### config.mk
export PLATFORM = sky130hd
export DESIGN_NAME = bcbn_core
export DESIGN_NICKNAME = d
export VERILOG_FILES = /design/src/design/bcbn_pkg.sv /design/src/design/bcbn_mem_if.sv /design/src/design/bcbn_filemem.sv /design/src/design/bcbn_core.sv
export SDC_FILE = /design/constraint.sdc
export NUM_CORES = 1
export LEC_CHECK = 0
export BUFFER_PORTS_ARGS = -buffer_cell sky130_fd_sc_hd__buf_2
export CORE_AREA = 2 2 110 91
export CTS_BUF_LIST = sky130_fd_sc_hd__clkbuf_4
export DETAILED_ROUTE_END_ITERATION = 12
export DIE_AREA = 0 0 112 93
export HOLD_SLACK_MARGIN = 0.02
export PLACE_DENSITY = 0.74
export SETUP_SLACK_MARGIN = 0.4
export SLEW_MARGIN = 20
export SYNTH_ARGS = -nofsm -noshare
export SYNTH_HDL_FRONTEND = slang
export SYNTH_HIERARCHICAL = 1
export SYNTH_SLANG_ARGS = --single-unit
### constraint.sdc
create_clock -name clk -period 2.6 [get_ports clk]
set_input_delay 0 -clock clk [delete_from_list [all_inputs] [get_ports clk]]
set_output_delay 0 -clock clk [all_outputs]
set_load 0.01 [all_outputs]
### src/design/bcbn_pkg.sv
package bcbn_pkg;
  // ****************************************************************
  // Instruction encodings
  // ****************************************************************
  localparam logic [3:0] BCLR_PREFIX = 4'h9;
  localparam logic [7:0] BNEG_OPCODE = 8'he6;
  localparam int BCLR_PREFIX_HI = 15;
  localparam int BCLR_PREFIX_LO = 12;
  localparam int BIT_IDX_HI = 11;
  localparam int BIT_IDX_LO = 9;
  localparam int BANK_MODE_BIT = 8;
  localparam int FILE_HI = 7;
  localparam int OPC_HI = 15;
  localparam int OPC_LO = 8;

  // ****************************************************************
  // Addressing and phase constants
  // ****************************************************************
  localparam logic [7:0] INDEXED_LIMIT = 8'h5f;
  localparam logic [7:0] ACCESS_SPLIT = 8'h60;
  localparam logic [3:0] ACCESS_LOW_BANK = 4'h0;
  localparam logic [3:0] ACCESS_HIGH_BANK = 4'hf;
  localparam int PC_W = 21;
  localparam int ADDR_W = 12;
  localparam logic [PC_W-1:0] PC_STEP = 21'h000002;
  localparam logic [PC_W-1:0] PC_RESET = 21'h000000;
  localparam logic [1:0] PHASE_Q1 = 2'h0;
  localparam logic [1:0] PHASE_Q2 = 2'h1;
  localparam logic [1:0] PHASE_Q3 = 2'h2;
  localparam logic [1:0] PHASE_Q4 = 2'h3;

  typedef enum logic [1:0] {
    BCBN_EXEC,
    BCBN_FLUSH
  } bcbn_state_t;
endpackage

### src/design/bcbn_mem_if.sv
// Data memory access bundle between the core and its file register store
interface bcbn_mem_if;
  import bcbn_pkg::*;
  logic [ADDR_W-1:0] addr;
  logic [7:0] rdata;
  logic [7:0] wdata;
  logic we;
  modport core (output addr, output wdata, output we, input rdata);
  modport mem (input addr, input wdata, input we, output rdata);
endinterface

### src/design/bcbn_filemem.sv
// ****************************************************************
// File register store, registered read
// ****************************************************************
module bcbn_filemem (
  input wire logic clk,
  bcbn_mem_if.mem port
);
  import bcbn_pkg::*;

  logic [7:0] mem_r [0:(1<<ADDR_W)-1];
  logic [7:0] rdata_r;

  // Write port; no reset so the array maps onto plain RAM
  always_ff @(posedge clk) begin
    if (port.we) begin
      mem_r[port.addr] <= port.wdata;
    end
  end

  // Registered read, one cycle after the address is presented
  always_ff @(posedge clk) begin
    rdata_r <= mem_r[port.addr];
  end

  assign port.rdata = rdata_r;
endmodule

### src/design/bcbn_core.sv
// Operation
// - Bank-mode zero takes address from the fixed access bank.
// - Bank-mode one uses the bank selector to choose the bank.
// - Bank-mode zero, extended set, address up to 5Fh: indexed literal offset.
// - Branch on negative jumps only when negative flag is one.
// - Taken branch adds the doubled sign-extended offset to PC.
// - Target equals branch address plus 2 plus doubled offset.
// - Taken branch takes two cycles, second a no-op; others one.
module bcbn_core (
  input wire logic clk,
  input wire logic reset,
  input wire logic [15:0] instr,
  input wire logic instr_valid,
  input wire logic [3:0] bank_selector,
  input wire logic [11:0] index_base,
  input wire logic extended_en,
  input wire logic negative_flag,
  output logic [bcbn_pkg::PC_W-1:0] pc,
  output logic [1:0] phase,
  output logic busy,
  output logic instr_done,
  output logic branch_taken,
  output logic illegal,
  output logic [bcbn_pkg::ADDR_W-1:0] file_addr
);
  import bcbn_pkg::*;

  // ****************************************************************
  // Memory and decode
  // ****************************************************************
  // The store has no reset: clearing an unwritten byte leaves its other bits unknown
  bcbn_mem_if mem ();

  bcbn_filemem u_mem (
    .clk(clk),
    .port(mem)
  );

  // Sequencing state
  logic [15:0] ir_r;
  logic [15:0] ir_nxt;
  logic [PC_W-1:0] pc_r;
  logic [PC_W-1:0] pc_nxt;
  logic [1:0] phase_r;
  bcbn_state_t state_r;
  bcbn_state_t state_nxt;

  // Decoded fields
  logic is_bclr;
  logic is_bneg;
  logic bank_mode;
  logic [7:0] faddr;
  logic [2:0] bit_idx;

  // Operand address and branch target
  logic [ADDR_W-1:0] eff_addr;
  logic [PC_W-1:0] offset_ext;
  logic take;

  // Registered outputs
  logic done_r;
  logic taken_r;
  logic illegal_r;
  logic [ADDR_W-1:0] addr_r;

  // Field extraction from the latched word
  assign is_bclr = (ir_r[BCLR_PREFIX_HI:BCLR_PREFIX_LO] == BCLR_PREFIX);
  assign is_bneg = (ir_r[OPC_HI:OPC_LO] == BNEG_OPCODE);
  assign bit_idx = ir_r[BIT_IDX_HI:BIT_IDX_LO];
  assign bank_mode = ir_r[BANK_MODE_BIT];
  assign faddr = ir_r[FILE_HI:0];

  // ****************************************************************
  // Operand address resolution
  // ****************************************************************
  // Indexed mode wins over plain access bank when the extension is on
  // Access bank: offsets below the split from bank 0, the rest from the top bank
  always_comb begin
    if (!bank_mode && extended_en && faddr <= INDEXED_LIMIT) begin
      eff_addr = index_base + {4'h0, faddr};
    end else if (!bank_mode) begin
      eff_addr = (faddr < ACCESS_SPLIT) ? {ACCESS_LOW_BANK, faddr} : {ACCESS_HIGH_BANK, faddr};
    end else begin
      eff_addr = {bank_selector, faddr};
    end
  end

  // Read in Q2 (data back by Q3), modify and write in Q4
  assign mem.addr = eff_addr;
  assign mem.wdata = mem.rdata & ~(8'h01 << bit_idx);
  assign mem.we = (state_r == BCBN_EXEC) && (phase_r == PHASE_Q4) && is_bclr;

  // ****************************************************************
  // Branch target
  // ****************************************************************
  // Flag sampled at end of cycle; status is never written here
  // Offset counts words, so the doubling keeps every target on an even address
  assign offset_ext = {{(PC_W-9){ir_r[7]}}, ir_r[7:0], 1'b0};
  assign take = is_bneg && negative_flag;

  // Phase counter: four core clocks make one instruction cycle
  // It free-runs through a flush; only the latch, the jump, the write and the status pulses are gated by state
  always_ff @(posedge clk) begin
    if (reset) begin
      phase_r <= PHASE_Q1;
    end else begin
      phase_r <= phase_r + 2'h1;
    end
  end

  // Next-state: a taken branch inserts one flush cycle
  // Words are taken only at Q1 outside a flush, so a jump never runs the old successor
  always_comb begin
    state_nxt = state_r;
    pc_nxt = pc_r;
    ir_nxt = ir_r;
    if (phase_r == PHASE_Q4) begin
      unique case (state_r)
        BCBN_EXEC: begin
          if (take) begin
            pc_nxt = pc_r + offset_ext;
            state_nxt = BCBN_FLUSH;
          end else begin
            pc_nxt = pc_r;
          end
        end
        BCBN_FLUSH: begin
          state_nxt = BCBN_EXEC;
        end
        default: begin
          state_nxt = BCBN_EXEC;
        end
      endcase
    end else if (phase_r == PHASE_Q1 && state_r == BCBN_EXEC && instr_valid) begin
      ir_nxt = instr;
      pc_nxt = pc_r + PC_STEP;  // PC already past the word during execution
    end
  end

  // ****************************************************************
  // Sequencing registers
  // ****************************************************************
  // State only moves on a Q4 edge, so a flush spans one whole instruction cycle
  always_ff @(posedge clk) begin
    if (reset) begin
      state_r <= BCBN_EXEC;
    end else begin
      state_r <= state_nxt;
    end
  end

  // Program counter; steps on a Q1 latch, jumps on a taken Q4
  always_ff @(posedge clk) begin
    if (reset) begin
      pc_r <= PC_RESET;
    end else begin
      pc_r <= pc_nxt;
    end
  end

  // Instruction register; the reset word decodes as neither instruction
  always_ff @(posedge clk) begin
    if (reset) begin
      ir_r <= 16'h0000;
    end else begin
      ir_r <= ir_nxt;
    end
  end

  // ****************************************************************
  // Status pulses
  // ****************************************************************
  // Completion one clock after the final Q4; a taken branch waits for its flush
  always_ff @(posedge clk) begin
    if (reset) begin
      done_r <= 1'b0;
    end else begin
      done_r <= (phase_r == PHASE_Q4) && (state_r == BCBN_FLUSH || !take);
    end
  end

  // Taken pulse lines up with the PC write, not with completion
  always_ff @(posedge clk) begin
    if (reset) begin
      taken_r <= 1'b0;
    end else begin
      taken_r <= (phase_r == PHASE_Q4) && (state_r == BCBN_EXEC) && take;
    end
  end

  // Unknown words still retire in one cycle but change nothing
  always_ff @(posedge clk) begin
    if (reset) begin
      illegal_r <= 1'b0;
    end else begin
      illegal_r <= (phase_r == PHASE_Q4) && (state_r == BCBN_EXEC) && !is_bclr && !is_bneg;
    end
  end

  // Last cleared address, held until the next clear
  always_ff @(posedge clk) begin
    if (reset) begin
      addr_r <= 12'h000;
    end else if (mem.we) begin
      addr_r <= eff_addr;
    end
  end

  // ****************************************************************
  // Outputs
  // ****************************************************************
  // Registered values straight out; busy is decoded from the state register
  assign pc = pc_r;
  assign phase = phase_r;
  assign busy = (state_r == BCBN_FLUSH);
  assign instr_done = done_r;
  assign branch_taken = taken_r;
  assign illegal = illegal_r;
  assign file_addr = addr_r;
endmodule

---- Word-level counts from Yosys, hierarchy flattened ----
Index checks and enable logic that the tools add are counted.
operators by class
  add/sub/neg operators ................... 4
  $mul .................................... 0
  divide/modulo/power cells ............... 0
  $lt $le $gt $ge ......................... 2
  eq/ne operators ......................... 7
  shifts and indexed selects .............. 0
  multiplexer cells ....................... 9
  bitwise logic cells ..................... 1
  reductions and logical operators ........ 22
operators by type and width
  kind                   count
  $mux 21                4
  $mux 12                3
  $add 21x2->21 const B  1
  $add 21x21->21         1
  $add 12x8->12          1
  $logic_and 1x1->1      11
  $eq 8x8->1 const B     1
  $le 8x7->1 const B     1
  $lt 8x7->1 const B     1
  $ne 2x2->1 const B     3
  $eq 4x4->1 const B     1
  $logic_not 1->1        4
  $logic_not 2->1        2
  $mux 2                 2
  $reduce_and 2->1       2
  $reduce_and 3->1       1
  $add 2x1->2 const B    1
  $eq 2x1->1 const B     1
  $eq 2x2->1 const B     1
  $reduce_bool 2->1      1
  $logic_or 1x1->1       1
  $not 1->1              1
storage, ports and cells
  register bits ........................... 56
  latch bits .............................. 0
  bits in writable memories ............... 0
  memory bits (read-only) ................. 0
  bits of input ports ..................... 37
  memories kept ........................... 0

---- Longest topological paths before layout ----
Gate-level depths: netlist of run 1.
  word-level depth ........................ 5
  depth in mapped cells ................... 11

---- Worst setup path after synthesis of run 1 ----
OpenSTA, ideal clock, no wires.
  path type ............................... register to register
  from .................................... reg phase_r[0], in the netlist phase[0]
  to ...................................... reg pc_r[15], in the netlist pc[15]
  setup time .............................. 0.121 ns
  arrival ................................. 2.893 ns
  data required time ...................... 2.479 ns
  setup slack ............................. -0.414 ns
  cell stages (with the launch flop) ...... 12
  buffers on the path ..................... 1
  period minus slack after synthesis ...... 3.014 ns
  cell sequence ........................... dfxtp_1 > ha_1 > buf_2 > nand2b_1 > ha_1 > fa_1 > a211oi_1 > o21ai_0 > nand4_1 > o21a_1 > mux2_2 > mux2_2
between the ends
  cells in the longest elaborated chain, start to end .. 5
  elaborated cells on any way between the ends .. 9
  classes of those cells .................. eq/ne (3); mux (1); reduce/logical (5)
RTL lines
  what                            RTL line          text
  start, declared                 bcbn_core.sv:44   logic [1:0] phase_r;
  start signal, assigned          bcbn_core.sv:107  phase_r <= phase_r + 2'h1;
  $logic_not 2->1                 bcbn_core.sv:134  end else if (phase_r == PHASE_Q1 && state_r == BCBN_EXEC && instr_valid) begin
  $logic_and 1x1->1 (2 in a row)  bcbn_core.sv:134
  $reduce_bool 2->1 (no line)     n/a
  $reduce_and 3->1 (no line)      n/a
  end signal, assigned            bcbn_core.sv:157  pc_r <= pc_nxt;
  end, declared                   bcbn_core.sv:42   logic [PC_W-1:0] pc_r;
Parallel ways exist; a longest one is shown, timed or not.
A chain may end at the register's enable or synchronous reset.

---- Final worst setup path of run 1 ----
Same ends and word-level chain as after synthesis.

==> insert_results.sql, run 1 <==
INSERT INTO impl_metrics (metric_group, metric, value, unit) VALUES
('grt', 'grt.overflow.total', '0', ''),
('clock_tree', 'cts-root-buf', 'sky130_fd_sc_hd__clkbuf_4', ''),
('yosys', 'mappedNetlistArea', '0.00364', 'mm²'),
('yosys', 'synth_ff_type', 'sky130_fd_sc_hd__dfxtp_1', ''),
('yosys', 'yosysUniqueCellTypes', '68', ''),
('power_and_ir_drop', 'power.total', '1.73', 'mW'),
('place', 'detailed_place_hpwl', '7790', 'µm'),
('drt', 'initialDrtViolationCount', '370', ''),
('yosys', 'ys_async_sr_fraction', '0', ''),
('yosys', 'syn-mean-instance-area', '7.68', 'µm²'),
('worst_setup_path', 'cp_data_required_time', '2.88', 'ns'),
('grt', 'grt_first_pass_wirelength', '18800', 'µm'),
('worst_hold_path', 'worst_hold_startpoint', 'index_base[8]', ''),
('layout', 'syn_to_final_growth', '35.6', '%'),
('floorplanning', 'die_w', '112', 'µm'),
('timing', 'layout_worst_path_cycle_share', '0.972', ''),
('timing', 'unrepaired_setup_endpoints_after_global_routing', 'true', ''),
('timing', 'maxSlewHeadroom', '0.579', ''),
('clock_tree', 'cts.clk_slew.worst_paths', '0.17', 'ns'),
('clock_tree', 'cts_num_sinks', '54', ''),
('worst_setup_path', 'reg2regPathDepth', '10', ''),
('timing', 'fin_tns_setup', '0', 'ns'),
('timing', 'worst_hold_slack_after_final_layout', '0.0437', 'ns'),
('worst_setup_path', 'cp.arrival', '2.81', 'ns'),
('floorplanning', 'floorplan.initialDensity', '0.388', ''),
('yosys', 'syn-num-nets', '530', ''),
('worst_hold_path', 'worstHoldEndpoint', 'file_addr[8]', ''),
('layout', 'most_used_cells_in_the_layout_excluding_fill_and_tap_cells', 'sky130_fd_sc_hd__nand2_1 (75), sky130_fd_sc_hd__buf_2 (74), sky130_fd_sc_hd__dfxtp_1 (52), sky130_fd_sc_hd__a21oi_1 (44), sky130_fd_sc_hd__nor2_1 (43)', ''),
('clock_tree', 'worst_skew_pair.late_latency', '0.38', 'ns'),
('floorplanning', 'floorplan.die.height', '93', 'µm'),
('power_and_ir_drop', 'p_per_area', '350', 'mW/mm²'),
('drt', 'routed_wire_length_per_instance', '16.6', 'µm'),
('status', 'run_status', 'completed', ''),
('worst_hold_path', 'hold_class', 'input pin to register', ''),
('yosys', 'synth-edff-count', '0', ''),
('floorplanning', 'floorplan.die_area', '0.0104', 'mm²'),
('layout', 'final_net_count', '642', ''),
('floorplanning', 'fp.coreArea', '0.00937', 'mm²'),
('grt', 'total_grt_usage', '0.218', ''),
('worst_hold_path', 'hold_critical_path_depth', '4', ''),
('worst_setup_path', 'reg2reg_setup_slack', '0.07', 'ns'),
('clock_tree', 'cts_tree', 'built', ''),
('layout', 'leading_cell_type_in_the_layout_fill_and_taps_excluded', 'sky130_fd_sc_hd__nand2_1', ''),
('clock_tree', 'clock_path_buffers', '2', ''),
('yosys', 'post_synthesis_cell_count', '474', ''),
('timing', 'worstMarginPinSlew', '0.630', 'ns'),
('floorplanning', 'floorplan.rows', '32', ''),
('timing', 'time_the_worst_path_needs_with_i_o_delays_and_setup', '2.53', 'ns'),
('worst_setup_path', 'start_kind', 'register', ''),
('floorplanning', 'boundaryPins', '76', ''),
('drt', 'detailedRoute.firstPassIterationCount', '7', ''),
('worst_setup_path', 'critical_path.reg2reg.endpoint', 'pc[15]', ''),
('place', 'gpl.final_weighted_congestion', '0.927', ''),
('timing', 'timing.fmax', '396', 'MHz'),
('timing', 'final-setup-viol-count', '0', ''),
('place', 'buffer_ports.inserted', '74', ''),
('worst_setup_path', 'timing.setup.critical_path_class', 'register to register', ''),
('grt', 'grt_start_max_net_pins', '28', ''),
('yosys', 'total_of_warnings_raised_by_yosys', '6', ''),
('grt', 'grt_antenna_before_repair', '0', ''),
('power_and_ir_drop', 'power.static_leakage', '2.04', 'nW'),
('layout', 'final_cell_area', '0.00494', 'mm²'),
('run', 'drv_cap', '0', ''),
('worst_setup_path', 'crit-reg2reg-launch', 'phase[0]', ''),
('timing', 'post_route_skew', '0.0163', 'ns'),
('drt', 'detail_route.drc_violations', '0', ''),
('clock_tree', 'cts.htree.levels', '2', ''),
('clock_tree', 'cts_inserted_buffers', '5', ''),
('layout', 'antenna-diode-count', '0', ''),
('timing', 'final_hold_viol_count', '0', ''),
('worst_setup_path', 'worst_setup_path_end_kind', 'register', '');
worst max-delay path: stages (launching register included):
cell,delay [ns]
sky130_fd_sc_hd__dfxtp_4,0.39
sky130_fd_sc_hd__ha_4,0.17
sky130_fd_sc_hd__nand2b_4,0.06
sky130_fd_sc_hd__ha_4,0.16
sky130_fd_sc_hd__fa_2,0.38
sky130_fd_sc_hd__a211oi_2,0.26
sky130_fd_sc_hd__o21ai_2,0.09
sky130_fd_sc_hd__nand4_1,0.18
sky130_fd_sc_hd__o21a_1,0.16
sky130_fd_sc_hd__mux2_4,0.30
sky130_fd_sc_hd__mux2_2,0.27
per-stage QoR:
step	setup WS [ns]	cells
after floorplan	0.0412	474
after global placement	0.0876	653
after detailed placement	0.0263	653
after CTS	0.0886	703
after global routing	-0.0152	706
final	0.0731	706
layout make-up:
cell class / count / area [µm²]
fillers: 873 / 4430
multi-input cells: 390 / 2750
flip-flops and latches: 54 / 1090
repair buffers: 130 / 848
well taps: 119 / 149
clock buffers: 6 / 45.0
clock inverters: 2 / 37.5
inverters: 5 / 18.8
synth_stat cells, types with 4 or more instances:
| cell | number | share of area |
|---|---|---|
| sky130_fd_sc_hd__a31oi_1 | 5 | 0.0086 |
| sky130_fd_sc_hd__nand4_1 | 8 | 0.014 |
| sky130_fd_sc_hd__xnor2_1 | 8 | 0.019 |
| sky130_fd_sc_hd__ha_1 | 17 | 0.058 |
| sky130_fd_sc_hd__mux2i_1 | 6 | 0.017 |
| sky130_fd_sc_hd__nand2_1 | 77 | 0.079 |
| sky130_fd_sc_hd__o21a_1 | 6 | 0.012 |
| sky130_fd_sc_hd__dfxtp_1 | 54 | 0.30 |
| sky130_fd_sc_hd__or3_1 | 6 | 0.010 |
| sky130_fd_sc_hd__a311oi_1 | 5 | 0.012 |
| sky130_fd_sc_hd__mux2_2 | 4 | 0.012 |
| sky130_fd_sc_hd__a21o_1 | 7 | 0.014 |
| sky130_fd_sc_hd__buf_2 | 5 | 0.0069 |
| sky130_fd_sc_hd__nand3_1 | 15 | 0.021 |
| sky130_fd_sc_hd__clkbuf_1 | 11 | 0.011 |
| sky130_fd_sc_hd__nor2b_1 | 6 | 0.010 |
| sky130_fd_sc_hd__nor2_1 | 43 | 0.044 |
| sky130_fd_sc_hd__and3_1 | 4 | 0.0069 |
| sky130_fd_sc_hd__nand2b_1 | 7 | 0.012 |
| sky130_fd_sc_hd__a211oi_1 | 6 | 0.012 |
| sky130_fd_sc_hd__nor4_1 | 9 | 0.015 |
| sky130_fd_sc_hd__and2_1 | 9 | 0.015 |
| sky130_fd_sc_hd__a21oi_1 | 49 | 0.067 |
| sky130_fd_sc_hd__inv_1 | 5 | 0.0052 |
| sky130_fd_sc_hd__nor3_1 | 19 | 0.026 |
| sky130_fd_sc_hd__xor2_1 | 5 | 0.012 |
| sky130_fd_sc_hd__o21ai_0 | 18 | 0.025 |
registers in the layout, indices dropped and copies added (netlist names):
register      count
pc               20
ir_r             16
file_addr        12
phase             2
branch_taken      1
illegal           1
instr_done        1
state_r           1
metal layers:
layer	routed length (µm)	track usage	vias up
met1	5310	0.288	1892
met2	5450	0.363	195
met5	0	0	-
met3	785	0.0376	25
li1	-	-	1932
met4	183	0.0742	0
cells by family after synthesis:
group                    Yosys count  share of synthesized area
multiplexers                      11                     0.0320
AND/OR/NAND/NOR                  224                      0.306
AO/OA/AOI/OAI                    122                      0.215
flip-flops                        54                      0.297
other                              1                    0.00103
XOR/XNOR                          13                     0.0313
buffers and inverters             30                     0.0485
adder cells (fa/ha/maj)           19                     0.0694
timing repair:
| action | in CTS | in global routing |
|---|---|---|
| setup endpoints to repair | 17 | 17 |
| pin swaps | 22 | 17 |
| endpoints found under the hold margin | 20 | 0 |
| hold buffers | 20 | 0 |
| buffers inserted | 22 | 3 |
| gates resized for setup | 28 | 16 |
| gates cloned | 0 | 0 |
power by group:
group          internal [mW]  total [mW]  switching (mW)
clock                  0.214       0.495           0.281
sequential             0.853       0.887          0.0336
combinational          0.152       0.346           0.193
total                   1.22        1.73           0.508
worst max path at each step:
stage	start	endpoint	slack, ns
after detailed placement	phase[1]	pc[15]	0.03
final	phase[0]	pc[15]	0.07
after CTS	phase[0]	pc[15]	0.09
after floorplan	phase[1]	pc[15]	0.04
after global routing	phase[0]	pc[15]	-0.02
after global placement	phase[1]	pc[15]	0.09
No activity file was read; power rests on OpenSTA's default activity.
==> run 2, diff against run 1 <==
--- a/config.mk
+++ b/config.mk
@@ -6,12 +6,12 @@
 export NUM_CORES = 1
 export LEC_CHECK = 0
 export BUFFER_PORTS_ARGS = -buffer_cell sky130_fd_sc_hd__buf_2
-export CORE_AREA = 2 2 110 91
+export CORE_AREA = 2 2 104 86
 export CTS_BUF_LIST = sky130_fd_sc_hd__clkbuf_4
 export DETAILED_ROUTE_END_ITERATION = 12
-export DIE_AREA = 0 0 112 93
+export DIE_AREA = 0 0 106 88
 export HOLD_SLACK_MARGIN = 0.02
-export PLACE_DENSITY = 0.74
+export PLACE_DENSITY = 0.8
 export SETUP_SLACK_MARGIN = 0.4
 export SLEW_MARGIN = 20
 export SYNTH_ARGS = -nofsm -noshare
==> run 2 against run 1 <==
Compared with the run above: the flow now finishes with violations (negative setup slack); clock skew grew 0.0032 ns; sequential power is essentially flat; final area grew 2.1%; via count grew 2.9%; critical endpoint is now pc[18]; die area shrank 10%; first-iteration DRC count grew 64%; fmax shrank 3.0%; worst hold slack gained 0.015 ns; critical path type unchanged.
==> insert_results.sql, run 2 (same netlist as run 1, synthesis figures left out) <==
INSERT INTO impl_metrics (metric_group, metric, value, unit) VALUES
('grt', 'grt_first_pass_wirelength', '18100', 'µm'),
('worst_setup_path', 'crit-reg2reg-launch', 'phase[0]', ''),
('layout', 'final_cell_area', '0.00504', 'mm²'),
('worst_setup_path', 'worstPathMaxFanout', '9', ''),
('floorplanning', 'floorplan.die_area', '0.00933', 'mm²'),
('worst_setup_path', 'cp.arrival', '2.88', 'ns'),
('worst_setup_path', 'timing.critical_path.from', 'phase[0]', ''),
('layout', 'most_used_cells_in_the_layout_excluding_fill_and_tap_cells', 'sky130_fd_sc_hd__nand2_1 (76), sky130_fd_sc_hd__buf_2 (74), sky130_fd_sc_hd__dfxtp_1 (52), sky130_fd_sc_hd__a21oi_1 (45), sky130_fd_sc_hd__nor2_1 (43)', ''),
('clock_tree', 'cts.clk_slew.worst_paths', '0.15', 'ns'),
('timing', 'unrepaired_setup_endpoints_after_global_routing', 'true', ''),
('worst_setup_path', 'crit_path_end', 'pc[18]', ''),
('power_and_ir_drop', 'clkPwrFrac', '0.283', ''),
('timing', 'timing.fmax', '384', 'MHz'),
('place', 'detailed_place_hpwl', '7870', 'µm'),
('drt', 'detail_route.drc_violations', '0', ''),
('grt', 'grt_start_max_net_pins', '32', ''),
('drt', 'initialDrtViolationCount', '607', ''),
('worst_setup_path', 'start_kind', 'register', ''),
('grt', 'grt_antenna_before_repair', '0', ''),
('drt', 'postRouteAntennaNets', '0', ''),
('power_and_ir_drop', 'peakVddDrop', '0.000238', 'V'),
('floorplanning', 'floorplan.rows', '30', ''),
('timing', 'fin_tns_setup', '-0.00638', 'ns'),
('power_and_ir_drop', 'comb_power_share', '0.207', ''),
('power_and_ir_drop', 'power.total', '1.74', 'mW'),
('timing', 'time_the_worst_path_needs_with_i_o_delays_and_setup', '2.60', 'ns'),
('layout', 'final_layout_size_suffix_gt1_frac', '0.329', ''),
('timing', 'worstMarginPinSlew', '0.637', 'ns'),
('floorplanning', 'fp.coreArea', '0.00830', 'mm²'),
('floorplanning', 'floorplan.initialDensity', '0.439', ''),
('floorplanning', 'floorplan.die.height', '88', 'µm'),
('grt', 'grt.overflow.total', '0', ''),
('timing', 'final-setup-viol-count', '2', ''),
('layout', 'largest_reg_flops', '20', ''),
('clock_tree', 'cts.htree.levels', '2', ''),
('clock_tree', 'cts_num_sinks', '54', ''),
('run', 'drv_cap', '0', ''),
('worst_setup_path', 'critical_path.reg2reg.endpoint', 'pc[18]', ''),
('timing', 'layout_setup_ws', '-0.00436', 'ns'),
('worst_setup_path', 'reg2regPathDepth', '9', ''),
('layout', 'antenna-diode-count', '0', ''),
('worst_hold_path', 'hold_class', 'input pin to register', ''),
('clock_tree', 'clock_path_buffers', '2', ''),
('grt', 'total_grt_usage', '0.242', ''),
('worst_setup_path', 'timing.setup.critical_path_class', 'register to register', ''),
('power_and_ir_drop', 'p_per_area', '345', 'mW/mm²'),
('worst_setup_path', 'worst_setup_path_end_kind', 'register', ''),
('grt', 'grt_busiest_layer', 'met2', ''),
('layout', 'leading_cell_type_in_the_layout_fill_and_taps_excluded', 'sky130_fd_sc_hd__nand2_1', ''),
('timing', 'drv_slew', '0', ''),
('place', 'gpl.final_weighted_congestion', '1.02', ''),
('floorplanning', 'boundaryPins', '76', ''),
('place', 'dp_worst_setup_slack', '0.0161', 'ns'),
('power_and_ir_drop', 'power_frac_seq', '0.510', ''),
('drt', 'drt-vias-per-instance', '5.96', ''),
('timing', 'final_hold_viol_count', '0', ''),
('layout', 'final_net_count', '641', ''),
('worst_setup_path', 'cp_data_required_time', '2.87', 'ns'),
('floorplanning', 'die_w', '106', 'µm'),
('drt', 'detailedRoute.firstPassIterationCount', '5', ''),
('clock_tree', 'cts_inserted_buffers', '5', ''),
('clock_tree', 'cts-root-buf', 'sky130_fd_sc_hd__clkbuf_4', ''),
('place', 'placed_area', '0.00420', 'mm²'),
('clock_tree', 'worst_skew_pair.late_latency', '0.38', 'ns'),
('grt', 'via_count_of_the_first_global_routing_pass', '3727', ''),
('clock_tree', 'cts_tree', 'built', ''),
('timing', 'post_route_skew', '0.0195', 'ns'),
('power_and_ir_drop', 'internal_power', '1.22', 'mW'),
('worst_setup_path', 'reg2reg_setup_slack', '-0.004', 'ns'),
('grt', 'met3_usage', '0.0432', ''),
('power_and_ir_drop', 'power.static_leakage', '2.09', 'nW'),
('drt', 'dr_total_vias', '4160', ''),
('timing', 'layout_worst_path_cycle_share', '1.00', ''),
('drt', 'routed_wire_length_per_instance', '17.9', 'µm'),
('layout', 'syn_to_final_growth', '38.5', '%'),
('status', 'failed_checks', 'negative setup slack', ''),
('grt', 'groute.layer.met1.usage', '0.315', ''),
('timing', 'maxSlewHeadroom', '0.574', ''),
('status', 'run_status', 'finished with violations', ''),
('power_and_ir_drop', 'switchingPower', '516', 'µW'),
('place', 'buffer_ports.inserted', '74', ''),
('grt', 'met2_usage', '0.404', ''),
('layout', 'layout.filler_cells', '691', ''),
('power_and_ir_drop', 'netSwitchingFraction', '0.297', ''),
('drt', 'finalWirelength', '12500', 'µm');
==> run 2: repair_timing <==
action / 4_1_cts / 5_1_grt
setup endpoints to repair: 13 / 23
hold endpoints to repair: 21 / 0
gates resized for setup: 26 / 43
hold buffers: 21 / 0
setup buffers: 10 / 12
pin swaps: 9 / 32
==> run 2: final cells by class <==
type,count,area (µm²),area share
inverters,5,18.8,0.00372
clock inverters,2,37.5,0.00745
repair buffers,129,886,0.176
multi-input cells,390,2820,0.560
flip-flops and latches,54,1090,0.216
well taps,112,140,0.0278
clock buffers,6,45.0,0.00894
==> run 2: worst min path at each step <==
stage / start / to / slack, ns / depth (start not counted)
4_1_cts: bank_selector[3] / file_addr[11] / 0.04 / 4
5_1_grt: index_base[11] / file_addr[11] / 0.05 / 4
2_1_floorplan: instr[10] / ir_r[10] / 0.14 / 2
6_report: reset / pc[8] / 0.06 / 2
3_3_place_gp: instr[11] / ir_r[11] / 0.25 / 3
3_5_place_dp: instr[1] / ir_r[1] / 0.25 / 3
==> run 2: power groups by stage <==
stage / Sequential [mW] / Combinational, mW / Clock (mW)
after floorplan: 0.897 / 0.205 / 0
after global placement: 0.900 / 0.285 / 0
after detailed placement: 0.901 / 0.294 / 0
after CTS: 0.883 / 0.333 / 0.503
after global routing: 0.891 / 0.387 / 0.540
final: 0.886 / 0.360 / 0.493
==> run 2: worst max-delay path, stage by stage, from the launching register on <==
cell and delay (ns):
sky130_fd_sc_hd__dfxtp_4 0.39, sky130_fd_sc_hd__ha_4 0.19, sky130_fd_sc_hd__buf_8 0.13, sky130_fd_sc_hd__buf_4 0.15, sky130_fd_sc_hd__and2_4 0.19, sky130_fd_sc_hd__or3_4 0.43
sky130_fd_sc_hd__a21bo_2 0.26, sky130_fd_sc_hd__o31ai_2 0.31, sky130_fd_sc_hd__o221ai_1 0.19, sky130_fd_sc_hd__a211o_1 0.29
==> run 2: through the flow <==
stage          instances  hold WS (ns)  utilization
6_report             698        0.0584        0.608
4_1_cts              686        0.0433        0.571
2_1_floorplan        474         0.136            -
3_5_place_dp         647         0.248        0.507
5_1_grt              698        0.0503        0.608
3_3_place_gp         647         0.246        0.507
==> run 2: metal layers <==
layer	routed length [µm]	part of all wire
met3	1020	0.082
met4	546	0.044
met2	5660	0.45
met1	5230	0.42
met5	0	0
==> run 3, diff against run 2 <==
--- a/config.mk
+++ b/config.mk
@@ -11,7 +11,7 @@
 export DETAILED_ROUTE_END_ITERATION = 12
 export DIE_AREA = 0 0 106 88
 export HOLD_SLACK_MARGIN = 0.02
-export PLACE_DENSITY = 0.8
+export PLACE_DENSITY_LB_ADDON = 0.25
 export SETUP_SLACK_MARGIN = 0.4
 export SLEW_MARGIN = 20
 export SYNTH_ARGS = -nofsm -noshare
==> run 3 against run 2 <==
Compared with the run above: worst hold slack worse by 0.018 ns; fmax up 2.4%; critical path depth up 1; clock power down 25%; via count down 5.0%; routed wire length down 12%; sequential power about the same; final area down 3.9%; first-iteration DRC count down 56%; the run now ends clean; combinational power down 3%; cell count down 1.1%; clock skew down 0.0034 ns.
==> insert_results.sql, run 3 (same netlist as run 1, synthesis figures left out) <==
INSERT INTO impl_metrics (metric_group, metric, value, unit) VALUES
('run', 'drv_cap', '0', ''),
('timing', 'layout_worst_path_cycle_share', '0.978', ''),
('timing', 'final_hold_viol_count', '0', ''),
('power_and_ir_drop', 'clkPwrFrac', '0.231', ''),
('grt', 'grt_start_max_net_pins', '53', ''),
('worst_setup_path', 'start_kind', 'register', ''),
('drt', 'detail_route.drc_violations', '0', ''),
('worst_setup_path', 'crit-reg2reg-launch', 'phase[1]', ''),
('clock_tree', 'cts.htree.levels', '2', ''),
('clock_tree', 'cts_tree', 'built', ''),
('worst_setup_path', 'critical_path.reg2reg.endpoint', 'pc[15]', ''),
('drt', 'drt-vias-per-instance', '5.73', ''),
('timing', 'unrepaired_setup_endpoints_after_global_routing', 'true', ''),
('timing', 'maxSlewHeadroom', '0.574', ''),
('drt', 'initialDrtViolationCount', '266', ''),
('timing', 'timing.fmax', '393', 'MHz'),
('drt', 'routed_wire_length_per_instance', '16.0', 'µm'),
('clock_tree', 'cts-root-buf', 'sky130_fd_sc_hd__clkbuf_4', ''),
('drt', 'postRouteAntennaNets', '0', ''),
('floorplanning', 'boundaryPins', '76', ''),
('drt', 'dr_total_vias', '3951', ''),
('power_and_ir_drop', 'power.total', '1.60', 'mW'),
('place', 'buffer_ports.inserted', '74', ''),
('floorplanning', 'die_w', '106', 'µm'),
('power_and_ir_drop', 'switchingPower', '497', 'µW'),
('timing', 'fin_tns_setup', '0', 'ns'),
('layout', 'final_core_utilization', '0.584', ''),
('worst_setup_path', 'reg2regPathDepth', '10', ''),
('layout', 'layout.filler_cells', '777', ''),
('floorplanning', 'floorplan.die.height', '88', 'µm'),
('worst_hold_path', 'worst_hold_startpoint', 'bank_selector[1]', ''),
('worst_setup_path', 'cp_data_required_time', '2.88', 'ns'),
('drt', 'detailedRoute.firstPassIterationCount', '5', ''),
('worst_setup_path', 'cp.arrival', '2.83', 'ns'),
('grt', 'grt_antenna_before_repair', '0', ''),
('worst_setup_path', 'worstPathMaxFanout', '8', ''),
('place', 'gpl.final_weighted_congestion', '0.994', ''),
('layout', 'layout.cells.non_filler', '690', ''),
('timing', 'time_the_worst_path_needs_with_i_o_delays_and_setup', '2.54', 'ns'),
('power_and_ir_drop', 'peakVddDrop', '0.000235', 'V'),
('power_and_ir_drop', 'power.static_leakage', '2.00', 'nW'),
('grt', 'grt.overflow.total', '0', ''),
('place', 'detailed_place_hpwl', '7460', 'µm'),
('layout', 'antenna-diode-count', '0', ''),
('worst_hold_path', 'hold_class', 'input pin to register', ''),
('floorplanning', 'floorplan.rows', '30', ''),
('floorplanning', 'fp.coreArea', '0.00830', 'mm²'),
('worst_hold_path', 'worstHoldEndpoint', 'file_addr[9]', ''),
('place', 'place_inst', '647', ''),
('status', 'run_status', 'completed', ''),
('clock_tree', 'cts_num_sinks', '54', ''),
('layout', 'multiInputGateArea', '0.00275', 'mm²'),
('worst_setup_path', 'critical-path-max-stage-delay', '0.39', 'ns'),
('clock_tree', 'cts.clk_slew.worst_paths', '0.16', 'ns'),
('layout', 'final_cell_area', '0.00484', 'mm²'),
('worst_hold_path', 'hold_critical_path_depth', '5', ''),
('place', 'placed_area', '0.00420', 'mm²'),
('power_and_ir_drop', 'internal_power', '1.11', 'mW'),
('power_and_ir_drop', 'netSwitchingFraction', '0.310', ''),
('clock_tree', 'cts_inserted_buffers', '5', ''),
('power_and_ir_drop', 'p_per_area', '331', 'mW/mm²'),
('timing', 'final-setup-viol-count', '0', ''),
('worst_setup_path', 'reg2reg_setup_slack', '0.06', 'ns'),
('timing', 'worstMarginPinSlew', '0.637', 'ns'),
('grt', 'grt_first_pass_wirelength', '17400', 'µm'),
('grt', 'total_grt_usage', '0.231', ''),
('drt', 'finalWirelength', '11000', 'µm'),
('layout', 'seqCellArea', '0.00109', 'mm²'),
('power_and_ir_drop', 'power_frac_seq', '0.551', ''),
('layout', 'final_net_count', '634', ''),
('layout', 'final_layout_size_suffix_gt1_frac', '0.303', ''),
('timing', 'post_route_skew', '0.0160', 'ns'),
('timing', 'drv_slew', '0', ''),
('worst_setup_path', 'path_common_cell', 'sky130_fd_sc_hd__ha_4', ''),
('power_and_ir_drop', 'comb_power_share', '0.218', ''),
('timing', 'worst_hold_slack_after_final_layout', '0.0400', 'ns'),
('floorplanning', 'floorplan.initialDensity', '0.439', ''),
('clock_tree', 'clock_path_buffers', '2', ''),
('timing', 'layout_setup_ws', '0.0575', 'ns'),
('worst_setup_path', 'timing.setup.critical_path_class', 'register to register', ''),
('layout', 'most_used_cells_in_the_layout_excluding_fill_and_tap_cells', 'sky130_fd_sc_hd__nand2_1 (76), sky130_fd_sc_hd__buf_2 (74), sky130_fd_sc_hd__dfxtp_1 (52), sky130_fd_sc_hd__nor2_1 (43), sky130_fd_sc_hd__a21oi_1 (42)', ''),
('grt', 'via_count_of_the_first_global_routing_pass', '3498', ''),
('place', 'dp_worst_setup_slack', '0.0365', 'ns'),
('worst_setup_path', 'worst_setup_path_end_kind', 'register', ''),
('layout', 'syn_to_final_growth', '33.0', '%'),
('layout', 'leading_cell_type_in_the_layout_fill_and_taps_excluded', 'sky130_fd_sc_hd__nand2_1', ''),
('layout', 'largest_reg_flops', '20', ''),
('floorplanning', 'floorplan.die_area', '0.00933', 'mm²'),
('worst_setup_path', 'worstPathCellList', 'ha_4, nand2b_4, ha_4, fa_2, a211oi_4, o21ai_2, nand4_1, o21a_1, mux2_4, mux2_2', ''),
('worst_setup_path', 'cp_slowest_cell', 'sky130_fd_sc_hd__dfxtp_4', ''),
('clock_tree', 'worst_skew_pair.late_latency', '0.38', 'ns');
-- run 3: final cells by class --
class / count / area share
clock buffers: 5 / 0.00775
well taps: 112 / 0.0289
multi-input cells: 390 / 0.567
flip-flops and latches: 54 / 0.225
clock inverters: 2 / 0.00207
inverters: 5 / 0.00388
repair buffers: 122 / 0.166
-- run 3: worst max-delay path: cells and delay by family (launching register included) --
| kind | cells | cell delay, ns |
|---|---|---|
| mux | 2 | 0.56 |
| fa+ha+maj | 3 | 0.73 |
| simple gates | 2 | 0.23 |
| flops | 1 | 0.39 |
| compound gates | 3 | 0.54 |
-- run 3: timing repair --
item	CTS	global route
gates resized for setup	19	26
setup endpoints to repair	15	24
pin swaps	17	20
hold buffers	21	0
hold endpoints to repair	21	0
buffers inserted	12	3
-- run 3: power groups by stage --
stage / clock network, mW / logic (mW) / registers [mW]
floorplan: 0 / 0.205 / 0.897
global placement: 0 / 0.288 / 0.899
detailed placement: 0 / 0.292 / 0.900
CTS: 0.382 / 0.328 / 0.882
global route: 0.410 / 0.384 / 0.888
finish: 0.369 / 0.349 / 0.883
-- run 3: how the worst max path moves through the flow --
stage,from,endpoint,cells after the start
6_report,phase[1],pc[15],10
5_1_grt,phase[1],pc[15],10
4_1_cts,phase[0],pc[15],10
3_5_place_dp,phase[0],pc[18],10
3_3_place_gp,phase[0],pc[19],9
2_1_floorplan,phase[1],pc[15],11
-- run 3: metal layers --
layer | vias to the layer above | global-route usage | part of all wire
li1 | 1913 | - | -
met5 | - | 0 | 0
met3 | 20 | 0.0350 | 0.077
met4 | 0 | 0.0538 | 0.016
met1 | 1829 | 0.340 | 0.46
met2 | 189 | 0.357 | 0.45
